===== src/verilog/ckepd_consts.svh =====
// timing counts and widths for the cke power-down sequencer
`ifndef CKEPD_CONSTS_SVH
`define CKEPD_CONSTS_SVH
`define CKEPD_NUM_CKE 2
`define CKEPD_NUM_CS 4
`define CKEPD_NUM_ODT 2
`define CKEPD_ADDR_W 22
`define CKEPD_IN_DIS_CLKS 4
`define CKEPD_OUT_FLOAT_CLKS 1
`define CKEPD_FIXED_OUT_CLKS 8
`define CKEPD_ACT_CLKS 16
`define CKEPD_STOP_DET_CLKS 8
`define CKEPD_CNT_W 8
`endif


===== src/verilog/ckepd_pkg.sv =====
// types for the cke power-down sequencer
`default_nettype none
package ckepd_pkg;
	typedef enum logic [2:0] {
		CKEPD_RUN,
		CKEPD_ENTER,
		CKEPD_DOWN,
		CKEPD_FIXED,
		CKEPD_CLKSTOP,
		CKEPD_WAKE
	} ckepd_state_t;
	typedef struct packed {
		logic [3:0] chip_select;
		logic [1:0] odt;
		logic [1:0] cke;
		logic [21:0] address;
	} ckepd_cmd_t;
	typedef struct packed {
		logic cmd;
		logic parity;
		logic odt;
		logic termination;
	} ckepd_rx_en_t;
endpackage
`default_nettype wire


===== src/verilog/ckepd_clock_watch.sv =====
// detects a stopped input clock from its sampled level
`include "ckepd_consts.svh"
`default_nettype none
module ckepd_clock_watch
#(
	parameter int STOP_CLKS = `CKEPD_STOP_DET_CLKS
)
(
	input wire logic clk_sys_in,
	input wire logic reset_in,
	input wire logic ck_level_in,
	output logic stopped_out,
	output logic toggle_out
);
	logic sync1_reg;
	logic sync2_reg;
	logic last_reg;
	logic [`CKEPD_CNT_W-1:0] low_reg;
	logic [`CKEPD_CNT_W-1:0] low_next;
	logic stopped_reg;
	logic stopped_next;
	always_comb
	begin
		low_next = low_reg;
		stopped_next = stopped_reg;
		if (sync2_reg)
		begin
			low_next = '0;
			stopped_next = 1'b0;
		end
		else if (low_reg == STOP_CLKS[`CKEPD_CNT_W-1:0])
			stopped_next = 1'b1;
		else
			low_next = low_reg + 1'b1;
	end
	always_ff @(posedge clk_sys_in)
	begin
		if (reset_in)
		begin
			sync1_reg <= 1'b0;
			sync2_reg <= 1'b0;
			last_reg <= 1'b0;
			low_reg <= '0;
			stopped_reg <= 1'b0;
		end
		else
		begin
			sync1_reg <= ck_level_in;
			sync2_reg <= sync1_reg;
			last_reg <= sync2_reg;
			low_reg <= low_next;
			stopped_reg <= stopped_next;
		end
	end
	assign stopped_out = stopped_reg;
	assign toggle_out = sync2_reg & ~last_reg;
endmodule
`default_nettype wire


===== src/verilog/ckepd_sequencer.sv =====
// cke and clock-stopped power-down sequencer of a registering clock driver
// Behaviour
// RQ1: enable bit, both cke low after fall: enter
// RQ2: termination bit picks termination off or on
// RQ3: command with cke falling forwarded, cke low
// RQ4: termination off: disable inputs and termination
// RQ5: inputs disabled within input disable delay
// RQ6: parity receiver stays one clock longer
// RQ7: outputs off except clocks, odt, cke
// RQ8: outputs float output-float delay after cke low
// RQ9: cke output follows rising cke input at once
// RQ10: termination-off exit: cs high, odt low
// RQ11: fixed levels held, then outputs follow
// RQ12: chip select held high one clock
// RQ13: controller drives valid levels on exit
// RQ14: controller asserts one cs for one clock
// RQ15: controller never drives both cs low
// RQ16: termination on: odt receiver stays enabled
// RQ17: termination-on exit: odt tracks input
// RQ18: clock stopped: float all, cke low
// RQ19: clock stop only after self refresh
// RQ20: controller keeps cke low before clock stop
// RQ21: controller holds cke after clock stop
// RQ22: wake with cs high, cke low
// RQ23: outputs follow inputs within activation time
// RQ24: controller waits stabilisation before access
// RQ25: reset overrides every power-down state
`include "ckepd_consts.svh"
`default_nettype none
module ckepd_sequencer
	import ckepd_pkg::*;
#(
	parameter int IN_DIS_CLKS = `CKEPD_IN_DIS_CLKS,
	parameter int OUT_FLOAT_CLKS = `CKEPD_OUT_FLOAT_CLKS,
	parameter int FIXED_OUT_CLKS = `CKEPD_FIXED_OUT_CLKS,
	parameter int ACT_CLKS = `CKEPD_ACT_CLKS
)
(
	input wire logic clk_sys_in,
	input wire logic reset_in,
	input wire logic ck_level_in,
	input wire logic power_down_enable_bit_in,
	input wire logic termination_select_bit_in,
	input wire ckepd_pkg::ckepd_cmd_t cmd_in,
	output ckepd_pkg::ckepd_cmd_t cmd_out,
	output logic cmd_oe_out,
	output logic cke_oe_out,
	output logic odt_oe_out,
	output logic dram_clock_en_out,
	output ckepd_pkg::ckepd_rx_en_t rx_en_out,
	output logic pll_run_out
);
	import ckepd_pkg::*;
	ckepd_state_t state_reg;
	ckepd_state_t state_next;
	ckepd_cmd_t cmd_reg;
	ckepd_cmd_t cmd_next;
	ckepd_cmd_t prev_reg;
	logic [`CKEPD_CNT_W-1:0] cnt_reg;
	logic [`CKEPD_CNT_W-1:0] cnt_next;
	logic cmd_oe_reg;
	logic cmd_oe_next;
	logic term_on_reg;
	logic term_on_next;
	ckepd_rx_en_t rx_reg;
	ckepd_rx_en_t rx_next;
	logic cs_hold_reg;
	logic cs_hold_next;
	logic clk_stopped;
	logic clk_edge;
	logic cke_fell;
	logic cke_any;

	ckepd_clock_watch ckepd_clock_watch_i
	(
		.clk_sys_in(clk_sys_in),
		.reset_in(reset_in),
		.ck_level_in(ck_level_in),
		.stopped_out(clk_stopped),
		.toggle_out(clk_edge)
	);

	function automatic logic [`CKEPD_CNT_W-1:0] clks(input int n);
		clks = (n < 1) ? `CKEPD_CNT_W'(1) : `CKEPD_CNT_W'(n);
	endfunction

	assign cke_any = |cmd_in.cke;
	assign cke_fell = |(prev_reg.cke & ~cmd_in.cke);

	always_comb
	begin
		state_next = state_reg;
		cmd_next = cmd_in;
		cnt_next = (cnt_reg != '0) ? cnt_reg - 1'b1 : cnt_reg;
		cmd_oe_next = cmd_oe_reg;
		term_on_next = term_on_reg;
		rx_next = rx_reg;
		cs_hold_next = 1'b0;
		case (state_reg)
			CKEPD_RUN:
			begin
				cmd_oe_next = 1'b1;
				rx_next = '1;
				if (power_down_enable_bit_in && !cke_any && cke_fell) // RQ1
				begin
					state_next = CKEPD_ENTER;
					term_on_next = termination_select_bit_in; // RQ2
					cnt_next = clks(IN_DIS_CLKS);
					// command passes with cke low this once
					cmd_next = cmd_in; // RQ3
				end
			end
			CKEPD_ENTER:
			begin
				cmd_next = cmd_reg;
				cmd_next.cke = '0;
				cmd_next.odt = term_on_reg ? cmd_in.odt : '0; // RQ7
				// float counts from the cke drop, not from the receiver shutdown
				if (cnt_reg == clks(IN_DIS_CLKS + 1 - OUT_FLOAT_CLKS))
					cmd_oe_next = 1'b0; // RQ8
				if (cnt_reg == `CKEPD_CNT_W'(1))
				begin
					rx_next.cmd = 1'b0; // RQ5
					rx_next.odt = term_on_reg; // RQ16
					rx_next.termination = term_on_reg; // RQ4
				end
				if (cnt_reg == '0)
				begin
					// parity off one clock after the address receivers
					rx_next.parity = 1'b0; // RQ6
					cmd_oe_next = 1'b0; // RQ8
					state_next = CKEPD_DOWN;
				end
				if (cke_any)
				begin
					state_next = CKEPD_FIXED;
					cnt_next = clks(FIXED_OUT_CLKS);
					rx_next = '1;
					cmd_oe_next = 1'b1;
					cmd_next.cke = cmd_in.cke; // RQ9
					cmd_next.chip_select = '1; // RQ12
				end
			end
			CKEPD_DOWN:
			begin
				cmd_next = cmd_reg;
				cmd_next.cke = '0;
				cmd_next.odt = term_on_reg ? cmd_in.odt : '0; // RQ17
				if (clk_stopped)
				begin
					state_next = CKEPD_CLKSTOP; // RQ18
					rx_next = '0;
				end
				else if (cke_any)
				begin
					state_next = CKEPD_FIXED;
					cnt_next = clks(FIXED_OUT_CLKS);
					rx_next = '1;
					cmd_oe_next = 1'b1;
					cmd_next.cke = cmd_in.cke; // RQ9
					cmd_next.chip_select = '1; // RQ12
					cmd_next.odt = term_on_reg ? cmd_in.odt : '0; // RQ10
				end
			end
			CKEPD_FIXED:
			begin
				// fixed levels keep dram inputs valid while receivers settle
				cmd_next = cmd_reg;
				cmd_next.cke = cmd_in.cke; // RQ9
				cmd_next.chip_select = cmd_in.chip_select; // RQ12
				cmd_next.odt = term_on_reg ? cmd_in.odt : '0; // RQ17
				rx_next = '1;
				cmd_oe_next = 1'b1;
				if (cnt_reg == '0)
					state_next = CKEPD_RUN; // RQ11
			end
			CKEPD_CLKSTOP:
			begin
				cmd_next = '0;
				cmd_oe_next = 1'b0;
				rx_next = '0;
				if (clk_edge)
				begin
					state_next = CKEPD_WAKE;
					cnt_next = clks(ACT_CLKS);
				end
			end
			CKEPD_WAKE:
			begin
				cmd_next = '0;
				rx_next = '1;
				if (cnt_reg == '0)
				begin
					// wakes with cke low, still in cke power down
					state_next = CKEPD_DOWN; // RQ23
					rx_next = {2'b00, term_on_reg, term_on_reg}; // RQ4
					cmd_oe_next = 1'b0;
				end
			end
			default:
				state_next = CKEPD_RUN;
		endcase
		if ((state_reg == CKEPD_DOWN || state_reg == CKEPD_ENTER) && state_next == CKEPD_FIXED)
			cs_hold_next = 1'b1;
	end

	always_ff @(posedge clk_sys_in)
	begin
		if (reset_in) // RQ25
		begin
			state_reg <= CKEPD_RUN;
			cmd_reg <= '0;
			prev_reg <= '0;
			cnt_reg <= '0;
			cmd_oe_reg <= 1'b0;
			term_on_reg <= 1'b0;
			rx_reg <= '0;
			cs_hold_reg <= 1'b0;
		end
		else
		begin
			state_reg <= state_next;
			cmd_reg <= cmd_next;
			prev_reg <= cmd_in;
			cnt_reg <= cnt_next;
			cmd_oe_reg <= cmd_oe_next;
			term_on_reg <= term_on_next;
			rx_reg <= rx_next;
			cs_hold_reg <= cs_hold_next;
		end
	end

	assign cmd_out = cmd_reg;
	assign cmd_oe_out = cmd_oe_reg;
	// cke stays driven even with the clock stopped
	assign cke_oe_out = 1'b1; // RQ18
	assign odt_oe_out = (state_reg != CKEPD_CLKSTOP); // RQ7
	assign dram_clock_en_out = (state_reg != CKEPD_CLKSTOP);
	assign pll_run_out = (state_reg != CKEPD_CLKSTOP);
	assign rx_en_out = rx_reg;

	property p_enter;
		@(posedge clk_sys_in) disable iff (reset_in)
		(state_reg == CKEPD_RUN && power_down_enable_bit_in && !cke_any && cke_fell) |=> state_reg == CKEPD_ENTER;
	endproperty
	a_enter: assert property (p_enter) else $error("no power-down entry"); // RQ1

	property p_cke_low;
		@(posedge clk_sys_in) disable iff (reset_in)
		(state_reg == CKEPD_ENTER) |-> cmd_reg.cke == '0;
	endproperty
	a_cke_low: assert property (p_cke_low) else $error("cke out not low in entry"); // RQ3

	property p_rx_off;
		@(posedge clk_sys_in) disable iff (reset_in)
		$rose(state_reg == CKEPD_ENTER) |-> ##[1:IN_DIS_CLKS] (!rx_reg.cmd || state_reg == CKEPD_FIXED);
	endproperty
	a_rx_off: assert property (p_rx_off) else $error("receivers not disabled"); // RQ5

	property p_parity_late;
		@(posedge clk_sys_in) disable iff (reset_in)
		($fell(rx_reg.cmd) && state_reg == CKEPD_ENTER) |-> rx_reg.parity;
	endproperty
	a_parity_late: assert property (p_parity_late) else $error("parity receiver off early"); // RQ6

	property p_term;
		@(posedge clk_sys_in) disable iff (reset_in)
		(state_reg == CKEPD_DOWN) |-> rx_reg.termination == term_on_reg && rx_reg.odt == term_on_reg;
	endproperty
	a_term: assert property (p_term) else $error("termination state wrong"); // RQ4

	property p_float;
		@(posedge clk_sys_in) disable iff (reset_in)
		(state_reg == CKEPD_DOWN) |-> !cmd_oe_reg;
	endproperty
	a_float: assert property (p_float) else $error("outputs not floated"); // RQ8

	property p_odt_off;
		@(posedge clk_sys_in) disable iff (reset_in)
		(state_reg == CKEPD_DOWN && !term_on_reg) |-> cmd_reg.odt == '0;
	endproperty
	a_odt_off: assert property (p_odt_off) else $error("odt not low"); // RQ7

	property p_cs_high;
		@(posedge clk_sys_in) disable iff (reset_in)
		cs_hold_reg |-> cmd_reg.chip_select == '1 ##1 state_reg != CKEPD_DOWN;
	endproperty
	a_cs_high: assert property (p_cs_high) else $error("cs not held on exit"); // RQ12

	property p_fixed_end;
		@(posedge clk_sys_in) disable iff (reset_in)
		$rose(state_reg == CKEPD_FIXED) |-> ##[1:300] state_reg != CKEPD_FIXED;
	endproperty
	a_fixed_end: assert property (p_fixed_end) else $error("fixed hold never ends"); // RQ11

	property p_stop;
		@(posedge clk_sys_in) disable iff (reset_in)
		(state_reg == CKEPD_CLKSTOP) |-> cmd_reg.cke == '0 && !cmd_oe_reg && !pll_run_out;
	endproperty
	a_stop: assert property (p_stop) else $error("clock stop outputs wrong"); // RQ18
endmodule
`default_nettype wire


===== config.mk =====
export PLATFORM = sky130hd
export DESIGN_NAME = ckepd_sequencer
export DESIGN_NICKNAME = d
export VERILOG_FILES = /design/src/verilog/ckepd_pkg.sv /design/src/verilog/ckepd_clock_watch.sv /design/src/verilog/ckepd_sequencer.sv
export VERILOG_INCLUDE_DIRS = /design/src /design/src/verilog
export SDC_FILE = /design/constraint.sdc
export NUM_CORES = 1
export LEC_CHECK = 0
export BUFFER_PORTS_ARGS = -buffer_cell sky130_fd_sc_hd__clkbuf_2
export CELL_PAD_IN_SITES_DETAIL_PLACEMENT = 1
export CELL_PAD_IN_SITES_GLOBAL_PLACEMENT = 1
export CORE_MARGIN = 2
export CORE_UTILIZATION = 38
export CTS_CLUSTER_DIAMETER = 60
export DETAILED_ROUTE_END_ITERATION = 8
export GPL_ROUTABILITY_DRIVEN = 0
export PLACE_DENSITY = 0.78
export SYNTH_ARGS = -nofsm -noshare
export SYNTH_HDL_FRONTEND = slang
export SYNTH_SLANG_ARGS = --single-unit

===== constraint.sdc =====
create_clock -name clk_sys_in -period 1.9 [get_ports clk_sys_in]
set_input_delay 0.475 -clock clk_sys_in [delete_from_list [all_inputs] [get_ports clk_sys_in]]
set_output_delay 0.475 -clock clk_sys_in [all_outputs]
set_load 0.02 [all_outputs]

==> impl_metrics.tcl <==
set metrics [dict create \
    diodes 0 \
    synth.avg_cell_area_sq_um 8.84 \
    grt_pass1_wl_mm 11.2 \
    drtIter0Drc 107 \
    synthCells 302 \
    cp-end-kind "primary output" \
    synthDistinctLibCells 52 \
    min-delay-start "cmd_in[24]" \
    gr-total-overflow 0 \
    grt_pass1_vias 2442 \
    final_cell_mix "clkbuf_2 (71), dfxtp_1 (57), nor2_1 (50)" \
    arrival_ps 1320 \
    hold_class "primary input to flip-flop" \
    post-route-drc-count 0 \
    io_pins 74 \
    fp.dieH_um 87.8 \
    place_hpwl_mm 5.04 \
    placed_area_sq_um 3110 \
    seq_area_frac_synth 0.450 \
    synth.top_cells.by_area "dfxtp_1 (45%), nor2_1 (7.0%), a22oi_1 (6.2%), a21oi_1 (3.7%), ha_1 (2.3%)" \
    setup_ws_ps 109 \
    synth_top_area_share 0.450 \
    grt.total_usage 0.186 \
    grt_max_degree 29 \
    setup_viol 0 \
    cap_violations 0 \
    htreeDepth 3 \
    port_buffers 72 \
    status "complete, no violations" \
    period_share 0.943 \
    cp_data_required_time_ps 1420 \
    cts_tree "built" \
    drt-pass1-iter-count 4 \
    fillers 826 \
    tns_ps 0 \
    cts_sinks 60 \
    via_per_inst 4.98 \
    antenna_found_initial 0 \
    synth_ff_type "dfxtp_1" \
    whs_ps 327 \
    synthesis.area_sq_um 2670 \
    synthArstFlopShare 0 \
    critPathLaunchType "flip-flop" \
    core_sq_um 6790 \
    yosysWarnings 0 \
    powerDensity_nw_per_um2 1540 \
    clockRootBuffer "clkbuf_8" \
    clockBufferDepth 2 \
    finalInstanceArea_sq_um 3350 \
    layout-area-overhead-vs-synth_pct 25.6 \
    crit_path_start "state_reg[1]$_SDFFE_PP0P_" \
    rsz0062_at_grt "false" \
    reg2reg_from "cnt_reg[0]$_SDFF_PP0_" \
    ant_nets 0 \
    yosys.area.top_type "dfxtp_1" \
    die_w_um 87.8 \
    fmax_ghz 0.558 \
    ir_drop_v 0.000601 \
    dieArea_sq_um 7710 \
    drt_wl_total_mm 6.77 \
    drv_slew 0 \
    final_common_cell "clkbuf_2" \
    syn_nets 342 \
    hold_buffers 0 \
    largest_reg_flops 30 \
    path_max_fanout 10 \
    hold_viol 0 \
    post-route-util 0.494 \
    finalClockSkew_ps 10.3 \
    period_minus_slack_ps 1790 \
    path_clk_slew_ps 80 \
    dr_total_vias 2384 \
    worst_skew_pair.late_latency_ps 340 \
    drive_above_1_share 0.305 \
    synth-seq-cells 60 \
    cts_buffers 9 \
    dp_slack_ps 81.2 \
    wl_per_cell_um 14.1 \
    rows 30 \
    nets 418 \
    p_leak_uw 0.00152 \
    start_util 0.393 \
    worst-setup-path-type "flip-flop to primary output" \
    synth_edf_count 0 \
]
## routing by layer
| layer | GRT usage | routed length [um] |
|---|---|---|
| met1 | 0.222 | 2990 |
| met2 | 0.298 | 3140 |
| met3 | 0.0811 | 550 |
| met4 | 0.0685 | 96 |
| met5 | 0 | 0 |
## cells in the mapped netlist (4+ instances only)
library cell,n
a21oi_1,20
nand2_1,14
buf_2,6
nor2_1,50
buf_4,4
nor3_1,11
clkbuf_1,8
nand2b_1,9
inv_1,5
a211oi_1,4
xnor2_1,4
o21ai_0,8
dfxtp_1,60
nor2b_1,9
xor2_1,7
and3_1,5
nand3_1,7
ha_1,5
a22oi_1,22
## cell families (layout without fill, tap and decap cells)
kind of cell | after synthesis | in the layout | synth area share
AND/OR/NAND/NOR | 124 | 124 | 0.242
AO/OA/AOI/OAI | 71 | 71 | 0.181
flip-flops | 60 | 60 | 0.450
buffers and inverters | 26 | 107 | 0.0506
XOR/XNOR | 11 | 11 | 0.0361
adder cells (fa/ha/maj) | 5 | 5 | 0.0234
multiplexers | 4 | 4 | 0.0155
other | 1 | 1 | 0.00140
## where the power goes
part	internal, uW	switching (uW)
clock	609	541
combinational	931	1290
sequential	1540	261
## per-stage QoR
stage,cells,total power [uW]
6_report,479,5180
5_1_grt,479,5550
4_1_cts,475,5090
3_5_place_dp,459,3920
3_3_place_gp,459,3860
2_1_floorplan,302,3330
## layout make-up
class / count / area (sq um) / share of cell area
well taps: 96 / 120 / 0.0358
repair buffers: 86 / 465 / 0.139
clock inverters: 7 / 75.1 / 0.0224
clock buffers: 9 / 124 / 0.0369
flip-flops and latches: 60 / 1210 / 0.360
multi-input cells: 216 / 1340 / 0.400
inverters: 5 / 18.8 / 0.00560
## timing repair
| item | in CTS | in global routing |
|---|---|---|
| setup buffers | 0 | 4 |
| cloned | 0 | 0 |
| resized for setup | 2 | 6 |
| setup endpoints to repair | 3 | 7 |
| endpoints found under the hold margin | 0 | 0 |
## worst paths after layout
path	endpoint	slack (ps)	depth (start not counted)
max	pll_run_out	110	4
min	cmd_out[24]$_SDFF_PP0_	330	2
max reg2reg	state_reg[0]$_SDFFE_PP0P_	150	6
min reg2reg	rx_en_out[2]$_SDFFE_PP0P_	460	2
## worst max-delay path, cell delays in order, from the launching register on
cell and delay, ps:
dfxtp_2 380, buf_4 160, nor2b_2 140, nand2b_1 120, buf_2 180
No activity file was read; power rests on OpenSTA's default activity.
